File: config.mk
export PLATFORM = sky130hd
export DESIGN_NAME = eag_effective_address_generator
export DESIGN_NICKNAME = d
export VERILOG_FILES = /design/src/verilog/eag_pkg.sv /design/src/verilog/eag_effective_address_generator.sv
export SDC_FILE = /design/constraint.sdc
export NUM_CORES = 1
export LEC_CHECK = 0
export ABC_AREA = 1
export BUFFER_PORTS_ARGS = -buffer_cell sky130_fd_sc_hd__buf_4
export CORE_ASPECT_RATIO = 1.25
export CORE_MARGIN = 4
export CORE_UTILIZATION = 40
export DETAILED_ROUTE_END_ITERATION = 10
export SYNTH_ARGS = -nofsm -noshare
export SYNTH_HDL_FRONTEND = slang
export SYNTH_SLANG_ARGS = --single-unit
export TNS_END_PERCENT = 100
File: constraint.sdc
create_clock -name mclk_i -period 7.4 [get_ports mclk_i]
set_input_delay 0.37 -clock mclk_i [delete_from_list [all_inputs] [get_ports mclk_i]]
set_output_delay 0.37 -clock mclk_i [all_outputs]
set_load 0.1 [all_outputs]
File: src/verilog/eag_pkg.sv
// Shared types and constants of the effective address generator.
// Assumes an 8-bit core with a 16-bit address bus and one machine clock.

package eag_pkg;

  // ****************************************************************
  // Widths and fixed figures
  // ****************************************************************
  localparam int          ADDR_W      = 16;        // Address bus width
  localparam int          DATA_W      = 8;         // Data bus width
  localparam logic [1:0]  LEN_ONE     = 2'h1;      // One-byte instruction
  localparam logic [1:0]  LEN_TWO     = 2'h2;      // Two-byte instruction
  localparam logic [1:0]  LEN_THREE   = 2'h3;      // Three-byte instruction

  // ****************************************************************
  // Opcode map rows (high nibble)
  // ****************************************************************
  localparam logic [3:0]  ROW_BTB     = 4'h0;      // Bit test and branch
  localparam logic [3:0]  ROW_BSC     = 4'h1;      // Bit set / clear
  localparam logic [3:0]  ROW_REL     = 4'h2;      // Relative branches
  localparam logic [3:0]  ROW_RMW_DIR = 4'h3;      // Modify, direct
  localparam logic [3:0]  ROW_RMW_A   = 4'h4;      // Modify, accumulator
  localparam logic [3:0]  ROW_RMW_X   = 4'h5;      // Modify, index
  localparam logic [3:0]  ROW_RMW_IX1 = 4'h6;      // Modify, indexed 8-bit
  localparam logic [3:0]  ROW_RMW_IX0 = 4'h7;      // Modify, indexed plain
  localparam logic [3:0]  ROW_CTL_LO  = 4'h8;      // Control, first row
  localparam logic [3:0]  ROW_CTL_HI  = 4'h9;      // Control, second row
  localparam logic [3:0]  ROW_IMM     = 4'ha;      // Register/memory rows
  localparam logic [3:0]  ROW_DIR     = 4'hb;
  localparam logic [3:0]  ROW_EXT     = 4'hc;
  localparam logic [3:0]  ROW_IX2     = 4'hd;
  localparam logic [3:0]  ROW_IX1     = 4'he;
  localparam logic [3:0]  ROW_IX0     = 4'hf;

  // ****************************************************************
  // Opcode map columns (low nibble) with special meaning
  // ****************************************************************
  localparam logic [3:0]  COL_CPX     = 4'h3;      // Compare index
  localparam logic [3:0]  COL_STA     = 4'h7;      // Store accumulator
  localparam logic [3:0]  COL_JMP     = 4'hc;      // unconditional_jump_op
  localparam logic [3:0]  COL_JSR     = 4'hd;      // subroutine_call_op
  localparam logic [3:0]  COL_LDX     = 4'he;      // Load index
  localparam logic [3:0]  COL_STX     = 4'hf;      // Store index
  localparam logic [3:0]  COL_TST     = 4'hd;      // negative_zero_test_op
  localparam logic [7:0]  OP_BSR      = 8'had;     // Branch to subroutine
  localparam logic [15:0] RMW_COLS    = 16'hb7d9;  // Legal modify columns
  localparam logic [15:0] CTL_LO_COLS = 16'h000b;  // Legal control, row 8
  localparam logic [15:0] CTL_HI_COLS = 16'hbf80;  // Legal control, row 9

  // ****************************************************************
  // Types
  // ****************************************************************
  typedef enum logic [3:0] {
    AM_IMM, AM_DIR, AM_EXT, AM_REL, AM_IX0, AM_IX1, AM_IX2, AM_BSC, AM_BTB, AM_INH
  } eag_mode_t;

  typedef enum logic [2:0] {
    CL_REGMEM, CL_RMW, CL_BRANCH, CL_BIT, CL_CTRL
  } eag_class_t;

  typedef enum logic [1:0] {
    RS_NONE, RS_ACC, RS_IDX
  } eag_reg_t;

  // Request from the sequencer: opcode, following bytes, context
  typedef struct packed {
    logic [DATA_W-1:0]  opcode;     // Opcode byte
    logic [DATA_W-1:0]  byte1;      // First byte after opcode
    logic [DATA_W-1:0]  byte2;      // Second byte after opcode
    logic [DATA_W-1:0]  index;      // Index register
    logic [ADDR_W-1:0]  pc;         // Address of the opcode
    logic [DATA_W-1:0]  data;       // Byte read at a direct address
  } eag_req_t;

  // Decoded answer back to the sequencer
  typedef struct packed {
    eag_mode_t          mode;              // Addressing mode
    eag_class_t         cls;               // Instruction class
    eag_reg_t           reg_sel;           // Register operand
    logic [1:0]         len;               // Instruction length
    logic [ADDR_W-1:0]  operand_location;  // Effective address
    logic [DATA_W-1:0]  operand_value;     // Immediate operand
    logic [ADDR_W-1:0]  next_pc;           // Next program counter
    logic               branch_taken;      // Branch performed
    logic               mem_read;          // Operand read from memory
    logic               write_back;        // Result stored back
    logic               carry_we;          // Carry flag updated
    logic               carry;             // New carry value
    logic [2:0]         bit_num;           // Bit selected by opcode
    logic               bit_val;           // Set (1) / clear (0) value
    logic               illegal;           // Opcode not in the map
  } eag_dec_t;

endpackage

File: src/verilog/eag_effective_address_generator.sv
// Effective address generator: decodes one opcode and its following bytes.
// Assumes the sequencer presents opcode, bytes, index, opcode address and,
// for bit test, the byte read at the direct address, all on mclk_i.
//
// Contract
// - Immediate operand is the byte after opcode
// - Direct: one-byte address, page zero, two bytes
// - Extended: two-byte full address, three bytes
// - Relative: add signed offset only when taken
// - Relative span -126 to +129 from opcode
// - Indexed plain: index is address, one byte
// - Indexed 8-bit: index plus byte, to 510
// - Indexed 16-bit: index plus word, three bytes
// - Bit set/clear: bit in opcode, direct address
// - Bit test: bit, polarity, address, offset decoded
// - Bit test span -125 to +130 from opcode
// - Tested bit copied to carry always
// - Inherent decoded from the opcode alone
// - Ten modes, five classes, 207 legal opcodes
// - Modify class reads, alters, writes back, except the negative/zero test
// - Negative/zero test skips the write-back
// - Jump and subroutine call use no register

`timescale 1ns/1ns

module eag_effective_address_generator (
  // Clock and reset
  input  wire logic               mclk_i,
  input  wire logic               reset_i,
  // Request from the sequencer
  input  wire logic               req_valid_i,
  input  wire eag_pkg::eag_req_t  req_i,
  input  wire logic               cond_true_i,
  // Decoded answer
  output logic                    done_o,
  output eag_pkg::eag_dec_t       dec_o
);

  // ****************************************************************
  // Helper functions
  // ****************************************************************

  // Sign-extend a branch offset to the address width
  function automatic logic [eag_pkg::ADDR_W-1:0] sext8(input logic [7:0] off);
    sext8 = {{(eag_pkg::ADDR_W-8){off[7]}}, off};
  endfunction

  // Zero-extend a byte to the address width
  function automatic logic [eag_pkg::ADDR_W-1:0] zext8(input logic [7:0] b);
    zext8 = {{(eag_pkg::ADDR_W-8){1'b0}}, b};
  endfunction

  // Column legal in a row mask
  function automatic logic col_ok(input logic [15:0] mask, input logic [3:0] col);
    col_ok = mask[col];
  endfunction

  // ****************************************************************
  // State
  // ****************************************************************
  eag_pkg::eag_dec_t  dec_q;        // Registered answer
  eag_pkg::eag_dec_t  dec_d;        // Next answer
  logic               done_q;       // Answer strobe
  logic               done_d;

  // Decode scratch
  logic [3:0]                 row;          // Opcode high nibble
  logic [3:0]                 col;          // Opcode low nibble
  logic [eag_pkg::ADDR_W-1:0] seq_pc;       // Address after instruction
  logic [eag_pkg::ADDR_W-1:0] word12;       // Two following bytes
  logic [eag_pkg::ADDR_W:0]   ix2_sum;      // One bit wider than the bus
  logic [8:0]                 ix1_sum;      // Reaches 0x1fe at most
  logic                       tested_bit;   // Bit read for bit test

  assign row        = req_i.opcode[7:4];
  assign col        = req_i.opcode[3:0];
  // High byte first on the two-byte forms
  assign word12     = {req_i.byte1, req_i.byte2};
  // Sums kept unsigned and one bit wider so no carry is lost
  assign ix1_sum    = {1'b0, req_i.index} + {1'b0, req_i.byte1};
  assign ix2_sum    = {1'b0, word12} + {{(eag_pkg::ADDR_W-7){1'b0}}, req_i.index};
  assign tested_bit = req_i.data[req_i.opcode[3:1]];

  // ****************************************************************
  // Decode
  // ****************************************************************

  // Whole decode happens in one cycle from the presented bytes
  always_comb begin
    dec_d  = dec_q;
    done_d = 1'b0;
    seq_pc = req_i.pc;
    if (req_valid_i) begin
      done_d                = 1'b1;
      // Defaults: inherent control, nothing touched
      dec_d.mode             = eag_pkg::AM_INH;
      dec_d.cls              = eag_pkg::CL_CTRL;
      dec_d.reg_sel          = eag_pkg::RS_NONE;
      dec_d.len              = eag_pkg::LEN_ONE;
      dec_d.operand_location = '0;
      dec_d.operand_value    = '0;
      dec_d.branch_taken     = 1'b0;
      dec_d.mem_read         = 1'b0;
      dec_d.write_back       = 1'b0;
      dec_d.carry_we         = 1'b0;
      dec_d.carry            = 1'b0;
      dec_d.bit_num          = req_i.opcode[3:1];
      dec_d.bit_val          = ~req_i.opcode[0];
      dec_d.illegal          = 1'b0;
      unique case (row)
        // Bit test and branch: address in byte one, offset in byte two
        eag_pkg::ROW_BTB: begin
          dec_d.mode             = eag_pkg::AM_BTB;
          dec_d.cls              = eag_pkg::CL_BIT;
          dec_d.len              = eag_pkg::LEN_THREE;
          dec_d.operand_location = zext8(req_i.byte1);
          dec_d.mem_read         = 1'b1;
          // Even opcode branches on a set bit, odd on a clear bit
          dec_d.branch_taken     = (tested_bit == ~req_i.opcode[0]);
          // Carry follows the bit, taken or not
          dec_d.carry_we         = 1'b1;
          dec_d.carry            = tested_bit;
        end
        // Bit set or clear on a page-zero byte
        eag_pkg::ROW_BSC: begin
          dec_d.mode             = eag_pkg::AM_BSC;
          dec_d.cls              = eag_pkg::CL_BIT;
          dec_d.len              = eag_pkg::LEN_TWO;
          dec_d.operand_location = zext8(req_i.byte1);
          dec_d.mem_read         = 1'b1;
          dec_d.write_back       = 1'b1;
        end
        // Conditional branches; the sequencer judges the condition
        eag_pkg::ROW_REL: begin
          dec_d.mode             = eag_pkg::AM_REL;
          dec_d.cls              = eag_pkg::CL_BRANCH;
          dec_d.len              = eag_pkg::LEN_TWO;
          dec_d.branch_taken     = cond_true_i;
        end
        // Read-modify-write rows
        eag_pkg::ROW_RMW_DIR, eag_pkg::ROW_RMW_A, eag_pkg::ROW_RMW_X,
        eag_pkg::ROW_RMW_IX1, eag_pkg::ROW_RMW_IX0: begin
          dec_d.cls        = eag_pkg::CL_RMW;
          dec_d.illegal    = ~col_ok(eag_pkg::RMW_COLS, col);
          // Test only sets flags, so no store cycle
          dec_d.write_back = (col != eag_pkg::COL_TST);
          dec_d.mem_read   = 1'b1;
          if (row == eag_pkg::ROW_RMW_A) begin
            dec_d.mode     = eag_pkg::AM_INH;
            dec_d.reg_sel  = eag_pkg::RS_ACC;
            dec_d.mem_read = 1'b0;
          end else if (row == eag_pkg::ROW_RMW_X) begin
            dec_d.mode     = eag_pkg::AM_INH;
            dec_d.reg_sel  = eag_pkg::RS_IDX;
            dec_d.mem_read = 1'b0;
          end else if (row == eag_pkg::ROW_RMW_DIR) begin
            dec_d.mode             = eag_pkg::AM_DIR;
            dec_d.len              = eag_pkg::LEN_TWO;
            dec_d.operand_location = zext8(req_i.byte1);
          end else if (row == eag_pkg::ROW_RMW_IX1) begin
            dec_d.mode             = eag_pkg::AM_IX1;
            dec_d.len              = eag_pkg::LEN_TWO;
            dec_d.operand_location = {{(eag_pkg::ADDR_W-9){1'b0}}, ix1_sum};
          end else begin
            dec_d.mode             = eag_pkg::AM_IX0;
            dec_d.operand_location = zext8(req_i.index);
          end
        end
        // Control instructions: one byte, opcode alone
        eag_pkg::ROW_CTL_LO, eag_pkg::ROW_CTL_HI: begin
          dec_d.mode    = eag_pkg::AM_INH;
          dec_d.illegal = (row == eag_pkg::ROW_CTL_LO) ? ~col_ok(eag_pkg::CTL_LO_COLS, col)
                                                       : ~col_ok(eag_pkg::CTL_HI_COLS, col);
        end
        // Register/memory rows
        default: begin
          dec_d.cls      = eag_pkg::CL_REGMEM;
          dec_d.mem_read = 1'b1;
          // Jumps carry no register operand
          if (col == eag_pkg::COL_JMP || col == eag_pkg::COL_JSR)
            dec_d.reg_sel = eag_pkg::RS_NONE;
          else if (col == eag_pkg::COL_CPX || col == eag_pkg::COL_LDX || col == eag_pkg::COL_STX)
            dec_d.reg_sel = eag_pkg::RS_IDX;
          else
            dec_d.reg_sel = eag_pkg::RS_ACC;
          unique case (row)
            eag_pkg::ROW_IMM: begin
              dec_d.len = eag_pkg::LEN_TWO;
              if (req_i.opcode == eag_pkg::OP_BSR) begin
                // Unconditional relative call
                dec_d.mode         = eag_pkg::AM_REL;
                dec_d.cls          = eag_pkg::CL_BRANCH;
                dec_d.reg_sel      = eag_pkg::RS_NONE;
                dec_d.mem_read     = 1'b0;
                dec_d.branch_taken = 1'b1;
              end else begin
                dec_d.mode          = eag_pkg::AM_IMM;
                dec_d.mem_read      = 1'b0;
                dec_d.operand_value = req_i.byte1;
                // A store or jump to a constant has no meaning
                dec_d.illegal = (col == eag_pkg::COL_STA) || (col == eag_pkg::COL_JMP) ||
                                (col == eag_pkg::COL_STX);
              end
            end
            eag_pkg::ROW_DIR: begin
              dec_d.mode             = eag_pkg::AM_DIR;
              dec_d.len              = eag_pkg::LEN_TWO;
              dec_d.operand_location = zext8(req_i.byte1);
            end
            eag_pkg::ROW_EXT: begin
              dec_d.mode             = eag_pkg::AM_EXT;
              dec_d.len              = eag_pkg::LEN_THREE;
              dec_d.operand_location = word12;
            end
            eag_pkg::ROW_IX2: begin
              dec_d.mode             = eag_pkg::AM_IX2;
              dec_d.len              = eag_pkg::LEN_THREE;
              dec_d.operand_location = ix2_sum[eag_pkg::ADDR_W-1:0];
            end
            eag_pkg::ROW_IX1: begin
              dec_d.mode             = eag_pkg::AM_IX1;
              dec_d.len              = eag_pkg::LEN_TWO;
              dec_d.operand_location = {{(eag_pkg::ADDR_W-9){1'b0}}, ix1_sum};
            end
            default: begin
              dec_d.mode             = eag_pkg::AM_IX0;
              dec_d.len              = eag_pkg::LEN_ONE;
              dec_d.operand_location = zext8(req_i.index);
            end
          endcase
        end
      endcase
      // Sequential address, then offset added only on a taken branch
      seq_pc        = req_i.pc + {{(eag_pkg::ADDR_W-2){1'b0}}, dec_d.len};
      dec_d.next_pc = seq_pc;
      if (dec_d.branch_taken) begin
        if (dec_d.mode == eag_pkg::AM_BTB)
          dec_d.next_pc = seq_pc + sext8(req_i.byte2);
        else
          dec_d.next_pc = seq_pc + sext8(req_i.byte1);
      end
      // Only the jump, not the subroutine call, leaves through the effective address instead
      if (dec_d.cls == eag_pkg::CL_REGMEM && col == eag_pkg::COL_JMP)
        dec_d.next_pc = dec_d.operand_location;
    end
  end

  // Register the answer; held until the next request
  always_ff @(posedge mclk_i) begin
    if (reset_i) begin
      dec_q  <= '0;
      done_q <= 1'b0;
    end else begin
      dec_q  <= dec_d;
      done_q <= done_d;
    end
  end

  assign done_o = done_q;
  assign dec_o  = dec_q;

  // ****************************************************************
  // Checks
  // ****************************************************************

  a_imm_operand_byte: assert property (@(posedge mclk_i) disable iff (reset_i)
    done_o && dec_o.mode == eag_pkg::AM_IMM |-> dec_o.operand_value == $past(req_i.byte1))
    else $error("immediate operand not the byte after the opcode");

  a_direct_page_zero: assert property (@(posedge mclk_i) disable iff (reset_i)
    done_o && dec_o.mode == eag_pkg::AM_DIR |->
      dec_o.operand_location[15:8] == 8'h00 && dec_o.len == eag_pkg::LEN_TWO)
    else $error("direct address outside page zero or wrong length");

  a_extended_word: assert property (@(posedge mclk_i) disable iff (reset_i)
    done_o && dec_o.mode == eag_pkg::AM_EXT |->
      dec_o.operand_location == {$past(req_i.byte1), $past(req_i.byte2)} && dec_o.len == eag_pkg::LEN_THREE)
    else $error("extended address not high byte then low byte");

  a_rel_not_taken: assert property (@(posedge mclk_i) disable iff (reset_i)
    done_o && !dec_o.branch_taken |-> dec_o.next_pc == $past(req_i.pc) + 16'h0002 ||
      dec_o.mode != eag_pkg::AM_REL)
    else $error("untaken branch did not fall through");

  a_rel_span: assert property (@(posedge mclk_i) disable iff (reset_i)
    done_o && dec_o.mode == eag_pkg::AM_REL && dec_o.branch_taken |->
      (dec_o.next_pc - $past(req_i.pc) + 16'h007e) <= 16'h00ff)
    else $error("relative target outside span");

  a_ix0_index: assert property (@(posedge mclk_i) disable iff (reset_i)
    done_o && dec_o.mode == eag_pkg::AM_IX0 |-> dec_o.operand_location == {8'h00, $past(req_i.index)})
    else $error("plain indexed address not the index register");

  a_ix1_sum: assert property (@(posedge mclk_i) disable iff (reset_i)
    done_o && dec_o.mode == eag_pkg::AM_IX1 |->
      dec_o.operand_location == {8'h00, $past(req_i.index)} + {8'h00, $past(req_i.byte1)})
    else $error("8-bit indexed sum wrong");

  a_btb_span: assert property (@(posedge mclk_i) disable iff (reset_i)
    done_o && dec_o.mode == eag_pkg::AM_BTB && dec_o.branch_taken |->
      (dec_o.next_pc - $past(req_i.pc) + 16'h007d) <= 16'h00ff)
    else $error("bit test target outside span");

  a_btb_carry: assert property (@(posedge mclk_i) disable iff (reset_i)
    done_o && dec_o.mode == eag_pkg::AM_BTB |->
      dec_o.carry_we && dec_o.carry == $past(req_i.data[req_i.opcode[3:1]]))
    else $error("tested bit not copied to carry");

  a_test_no_store: assert property (@(posedge mclk_i) disable iff (reset_i)
    done_o && dec_o.cls == eag_pkg::CL_RMW && $past(req_i.opcode[3:0]) == eag_pkg::COL_TST |->
      !dec_o.write_back)
    else $error("negative/zero test wrote back");

  a_jump_no_reg: assert property (@(posedge mclk_i) disable iff (reset_i)
    done_o && dec_o.cls == eag_pkg::CL_REGMEM &&
      ($past(req_i.opcode[3:0]) == eag_pkg::COL_JMP || $past(req_i.opcode[3:0]) == eag_pkg::COL_JSR) |->
      dec_o.reg_sel == eag_pkg::RS_NONE)
    else $error("jump given a register operand");

  a_ix2_sum: assert property (@(posedge mclk_i) disable iff (reset_i)
    done_o && dec_o.mode == eag_pkg::AM_IX2 |-> dec_o.len == eag_pkg::LEN_THREE &&
      dec_o.operand_location == {$past(req_i.byte1), $past(req_i.byte2)} + {8'h00, $past(req_i.index)})
    else $error("16-bit indexed sum wrong");

  a_bsc_page_zero: assert property (@(posedge mclk_i) disable iff (reset_i)
    done_o && dec_o.mode == eag_pkg::AM_BSC |-> dec_o.operand_location == {8'h00, $past(req_i.byte1)} &&
      dec_o.len == eag_pkg::LEN_TWO && dec_o.bit_num == $past(req_i.opcode[3:1]))
    else $error("bit set/clear address or bit wrong");

  a_btb_decode: assert property (@(posedge mclk_i) disable iff (reset_i)
    done_o && dec_o.mode == eag_pkg::AM_BTB |-> dec_o.len == eag_pkg::LEN_THREE &&
      dec_o.operand_location == {8'h00, $past(req_i.byte1)} && dec_o.bit_num == $past(req_i.opcode[3:1]))
    else $error("bit test fields wrong");

  a_inherent_one_byte: assert property (@(posedge mclk_i) disable iff (reset_i)
    done_o && dec_o.mode == eag_pkg::AM_INH |-> dec_o.len == eag_pkg::LEN_ONE && !dec_o.mem_read)
    else $error("inherent form not one byte");

  a_modify_store: assert property (@(posedge mclk_i) disable iff (reset_i)
    done_o && dec_o.cls == eag_pkg::CL_RMW && $past(req_i.opcode[3:0]) != eag_pkg::COL_TST |->
      dec_o.write_back)
    else $error("modify instruction did not store back");

  a_done_one_cycle: assert property (@(posedge mclk_i) disable iff (reset_i)
    req_valid_i |=> done_o)
    else $error("answer not one cycle after request");

endmodule

Word level (Yosys, flattened, before mapping) --
Memory sizes are Yosys's and may differ from the RTL's. Index checks and enable logic that the tools add are counted. W data, S select, Z words.
Operators by class: add/sub/neg operators 5, $lt $le $gt $ge 2, eq/ne operators 24, multiplexer cells 52, bitwise operators 4, reductions and logical operators 19
Operators by type and width (count):
- $pmux W16 S5 | 1
- $mux W18 | 3
- $eq A4 B4 Y1 const B | 12
- $mux W16 | 3
- $pmux W16 S3 | 1
- $pmux W4 S5 | 2
- $add A16 B16 Y16 | 2
- $mux W8 | 3
- $eq A4 B3 Y1 const B | 5
- $mux W4 | 5
- $mux W2 | 9
- $add A16 B2 Y16 | 1
- $add A16 B8 Y16 | 1
- $mux W1 | 13
- $eq A4 B2 Y1 const B | 3
- $pmux W3 S4 | 1
- $reduce_or A10 Y1 | 1
- $reduce_or A5 Y1 | 2
- $add A8 B8 Y9 | 1
- $mux W9 | 1
- $pmux W1 S3 | 3
- $reduce_or A3 Y1 | 3
- $eq A8 B8 Y1 const B | 1
- $pmux W2 S2 | 2
- other kinds (17) | 27
Word-level totals: flip-flop bits (word level) 62, memory bits (read-only) 48, bits of input ports 60, output and inout port bits 62, word-level logic and storage cells 125, memories kept 3
Memory list:
- (name not given) | words 16, width 1, rd ports 1, clocked after memory_dff 0, wr ports 0, line eag_effective_address_generator.sv:55 | col_ok = mask[col];
- (name not given) | words 16, width 1, rd ports 1, clocked after memory_dff 0, wr ports 0, line eag_effective_address_generator.sv:55
- (name not given) | words 16, width 1, rd ports 1, clocked after memory_dff 0, wr ports 0, line eag_effective_address_generator.sv:55

Logic depth before layout (Yosys ltp) --
depth after elaboration 12, depth in mapped cells 30, gate-level depth less buffers 30

Worst setup path before layout --
Ideal clock, no wire load.
path kind input-to-reg, start in req_i[53] (netlist name), end reg dec_q, in the netlist dec_o[25], library setup time 0.132 ns, arrival time 3.644 ns, required time 7.268 ns, slack 3.624 ns, stages on the path 28, buffers on the path 1, cells stage by stage clkbuf_2 inv_2 nor2_1 nand2_2 inv_2 a2111oi_2 ha_1 inv_1 fa_1 nor2_1 nand2_1 nor2_1 inv_1 nand2_1 inv_1 ha_1 nand2_1 inv_1 a21oi_1 nand2_1 a21oi_1 inv_1 nand2_1 nand2_1 nand2_1 nand3_1 nand2_1 a21oi_1
On the way: longest elaborated chain between the ends 12, elaborated cells between the ends (all ways) 58, classes of those cells 3 x add/sub; 16 x eq/ne; 28 x mux; 11 x reduce/logical
Ends and longest elaborated chain:
- from (decl) | line eag_effective_address_generator.sv:32 | input wire eag_pkg::eag_req_t req_i,
- $eq A4 B3 Y1 | line eag_effective_address_generator.sv:110, eag_effective_address_generator.sv:160
- $mux W2 | line eag_effective_address_generator.sv:160 | end else if (row == eag_pkg::ROW_RMW_IX1) begin
- $mux W18 | line eag_effective_address_generator.sv:156 | end else if (row == eag_pkg::ROW_RMW_DIR) begin
- $mux W18 | line eag_effective_address_generator.sv:152 | end else if (row == eag_pkg::ROW_RMW_X) begin
- $mux W18 | line eag_effective_address_generator.sv:148 | if (row == eag_pkg::ROW_RMW_A) begin
- $pmux W2 S4 | line eag_effective_address_generator.sv:110 | unique case (row)
- $mux W2 | line eag_effective_address_generator.sv:93 | if (req_valid_i) begin
- $add A16 B2 Y16 | line eag_effective_address_generator.sv:234 | seq_pc = req_i.pc + {{(eag_pkg::ADDR_W-2){1'b0}}, dec_d.len};
- $add A16 B16 Y16 (on tied branches) | line eag_effective_address_generator.sv:240, eag_effective_address_generator.sv:238
- $mux W16 | line eag_effective_address_generator.sv:237 | if (dec_d.mode == eag_pkg::AM_BTB)
- $mux W16 | line eag_effective_address_generator.sv:236 | if (dec_d.branch_taken) begin
- $mux W16 (*) | line eag_effective_address_generator.sv:243 | if (dec_d.cls == eag_pkg::CL_REGMEM && col == eag_pkg::COL_JMP)
- to (signal assigned) | line eag_effective_address_generator.sv:251 | dec_q <= '0;
- to (signal assigned) | line eag_effective_address_generator.sv:254 | dec_q <= dec_d;
- to (decl) | line eag_effective_address_generator.sv:61 | eag_pkg::eag_dec_t dec_q;
Every way passes the cells marked *; elsewhere a longest branch is shown, timed or not. The select of a mux whose other input is x is not followed. A chain may end at the register's enable or synchronous reset.

Final worst setup path --
start in req_i[52] (netlist name), end reg dec_q, in the netlist dec_o[20]
The elaborated chain is that of the path after synthesis.

==> summary.md <==
| Metric | Value |
|---|---|
| Post-route minimum period | `4.396 ns` |
| Buffers from clock root to sink, at most | `2` |
| Overall track demand over capacity in global routing | `0.2684` |
| Post-synthesis cell area | `roughly 6000 µm²` |
| Pin count of the biggest net entering global routing | `78` |
| Result of the run | `completed` |
| Highest ir drop seen on vdd | `0.1146 mV` |
| Final-report max-slew violation count | `0` |
| Gate family responsible for the most delay along the worst path | `simple AND/OR/NAND/NOR gates` |
| Unrepaired setup endpoints after global routing | `no` |
| Number of cell rows | `50` |
| Synthesized flop and latch total | `62` |
| Port Buf Inserts | `121` |
| Synth Flop Type | `dfxtp_1` |
| Share of synthesized area occupied by flip-flops and latches | `0.2043` |
| Sum of net half-perimeters after detailed placement | `between 15 and 20 mm` |
| Share of total power in sequential cells | `0.257` |
| Number of different library cells in the post-synthesis netlist | `48` |
| Pre-Repair DR Iteration Count | `7` |
| Number of levels the H-tree was split into | `3` |
| Post-synthesis async set-or-reset flop share | `0` |
| Latest clock arrival within the worst-skew pair | `roughly 0.33 ns` |
| Element type at the critical path start | `input pin` |
| Fin. Hold Viols | `0` |
| Area grow syn2layout | `22.53%` |
| Fraction of the cycle the final worst path needs | `0.5941` |
| Biggest fanout along the worst timing path | `11` |
| Routed length per instance | `between 15 and 20 µm` |
| Number of nets produced by synthesis | `approximately 1100` |
| Root buffer cell | `clkbuf_16` |
| CP max stage delay | `around 0.47 ns` |
| Top-level port count | `around 120` |
| Initial standard-cell utilization of the core | `0.4064` |
| Antenna diode count | `0` |
| Critical path buffers and inverters | `5` |
| Share of total power in the clock network | `0.351` |
| Total Negative Setup Slacks | `0 ns` |
| Leading cell types in the layout, fill and taps excluded | `nand2_1, inv_1, buf_4` |
| Antenna violations before repair | `0` |
| Post-Route WL | `23.65 mm` |
| Vias in the first global route | `7001` |
| HP Class | `input pin to flip-flop` |
| Clock skew | `0 ns` |
| Most common cell after layout, fill and taps aside | `nand2_1` |
| Overall die height | `between 100 and 150 µm` |
| Number of clock sinks | `62` |
| Yosys warning count | `0` |
| Pwr dens | `193.4 nW/µm²` |
| Post-CTS Hold Fix Bufs | `0` |
| Antenna-violating nets left | `0` |
| Count of fill cells added during filler insertion | `roughly 1700` |
| Core Region | `about 15000 µm²` |
| 1st-iter DRT viols | `606` |
| Max-capacitance violation count | `0` |
| Total number of vias | `~7200` |
| Layout cell share with drive strength beyond 1 | `0.1561` |
| Clock-pin slew on the worst setup and hold paths | `about 0.06 ns` |
| Reported leakage power | `0.004017 µW` |
| CTS buffer count | `9` |
| CP max stage cell | `a2111oi_2` |
| Via density per instance | `roughly 5.4` |
| Slew headroom | `0.2260` |
| EDFF count, synth | `0` |
| Worst-margin pin slew | `about 1.2 ns` |
| Total Power Consumption | `1440 µW` |
| Most used cell along the critical path | `nand2_1` |
| Pint | `roughly 850 µW` |
| Number of resized instances in the post-cts repair step | `0` |
| Post-layout net count | `about 1300` |
| CP endpoint kind | `flip-flop` |
| Critical path class | `input pin to flip-flop` |
| Avg Inst Size Synth | `approximately 5.8 µm²` |
| Net Switching | `roughly 590 µW` |
| Combinational power share | `0.392` |
| Die Wd | `around 120 µm` |
| Worst EP arrival | `4.65 ns` |
| Switch share | `0.4113` |
| CTS tree | `yes` |
| Count of buffers added by post-CTS timing repair for setup | `0` |
| Global-route wire length before repair | `around 37 mm` |
| Remaining global-route overflow | `0` |
| Required arrival time at the worst endpoint | `approximately 7.7 ns` |
| Highest clock rate | `approximately 0.23 GHz` |
| Gate count of the mapped netlist | `roughly 1000` |
| Final setup vio count | `0` |
| Global placement routability congestion | `between 0.9 and 1` |
| Die area | `roughly 17000 µm²` |
| DRC errors left | `0` |
per-layer routing:
metal | up-vias | wire length (µm) | track usage
li1 | 3603 | - | -
met1 | 3283 | 9686 | 0.3186
met2 | 254 | 11620 | 0.4781
met3 | 59 | 1233 | 0.03655
met4 | 0 | 1107 | 0.1202
met5 | - | 0 | 0
cells in the mapped netlist (2+ instances only):
cell | instances | area (µm²)
nand2_1 | 321 | 1205
inv_1 | 147 | 551.8
nand3_1 | 81 | 405.4
nor2_1 | 79 | 296.5
a21oi_1 | 77 | 385.4
o21ai_0 | 63 | 315.3
dfxtp_1 | 62 | 1241
ha_1 | 39 | 488.0
nand4_1 | 32 | 200.2
o211ai_1 | 16 | 120.1
clkbuf_1 | 15 | 56.30
inv_2 | 15 | 56.30
xor2_1 | 10 | 87.58
buf_2 | 8 | 40.04
xnor2_1 | 8 | 70.07
a31oi_1 | 7 | 43.79
nor3_1 | 7 | 35.03
nor2_2 | 6 | 37.54
or2_2 | 6 | 37.54
buf_1 | 4 | 15.01
fa_1 | 4 | 80.08
nand2_2 | 4 | 25.02
nand3b_1 | 3 | 22.52
o22ai_1 | 3 | 18.77
o21a_1 | 2 | 15.01
o21ai_1 | 2 | 10.01
o21bai_1 | 2 | 15.01
area by class of cell:
cell class	count	area [µm²]	area share
Multi-Input combinational cell	789	4088	0.5491
Sequential cell	62	1241	0.1667
Timing Repair Buffer	123	923.4	0.1240
Inverter	163	611.8	0.08218
Tap cell	182	227.7	0.03059
Clock buffer	9	225.2	0.03025
Clock inverter	7	127.6	0.01714
power by group through the flow:
stage,clock [µW],combinational (µW),sequential [µW]
after detailed placement,0,560,377
after global placement,0,561,376
final,506,565,369
after CTS,511,562,370
after floorplan,0,251,528
after global routing,521,617,371
worst register-to-register path, cell delays in order (launching register included):
cell and delay, ns:
dfxtp_1 0.31, o21ai_0 0.34, a21oi_1 0.14
cells by family after synthesis:
kind of cell	Yosys count	synth area share
flip-flops	62	0.2043
adder cells (fa/ha/maj)	43	0.09349
AO/OA/AOI/OAI	184	0.1715
buffers and inverters	193	0.1229
AND/OR/NAND/NOR	544	0.3818
XOR/XNOR	18	0.02595
state kept, by name (all words and copies together), names as in the netlist:
register and cells:
dec_o 61, done_o 1
final timing paths:
path,startpoint,end,slack [ns],depth (start not counted)
min,req_i[48],dec_o[1],0.28,2
max reg2reg,dec_o[51],dec_o[51],6.44,2
max,req_i[52],dec_o[20],3.00,26
min reg2reg,dec_o[39],dec_o[39],0.47,2
metrics by stage:
stage	instances	util	hold WS (ns)	area [µm²]	setup slack, ns
2_1_floorplan	1044	-	0.4641	6076	3.624
3_3_place_gp	1319	0.4743	0.4595	7092	2.785
3_5_place_dp	1319	0.4743	0.4596	7092	2.743
4_1_cts	1335	0.4979	0.2695	7445	3.031
5_1_grt	1335	0.4979	0.2947	7445	2.504
6_report	1335	0.4979	0.2813	7445	3.004
(Power assumes the default switching activity.)
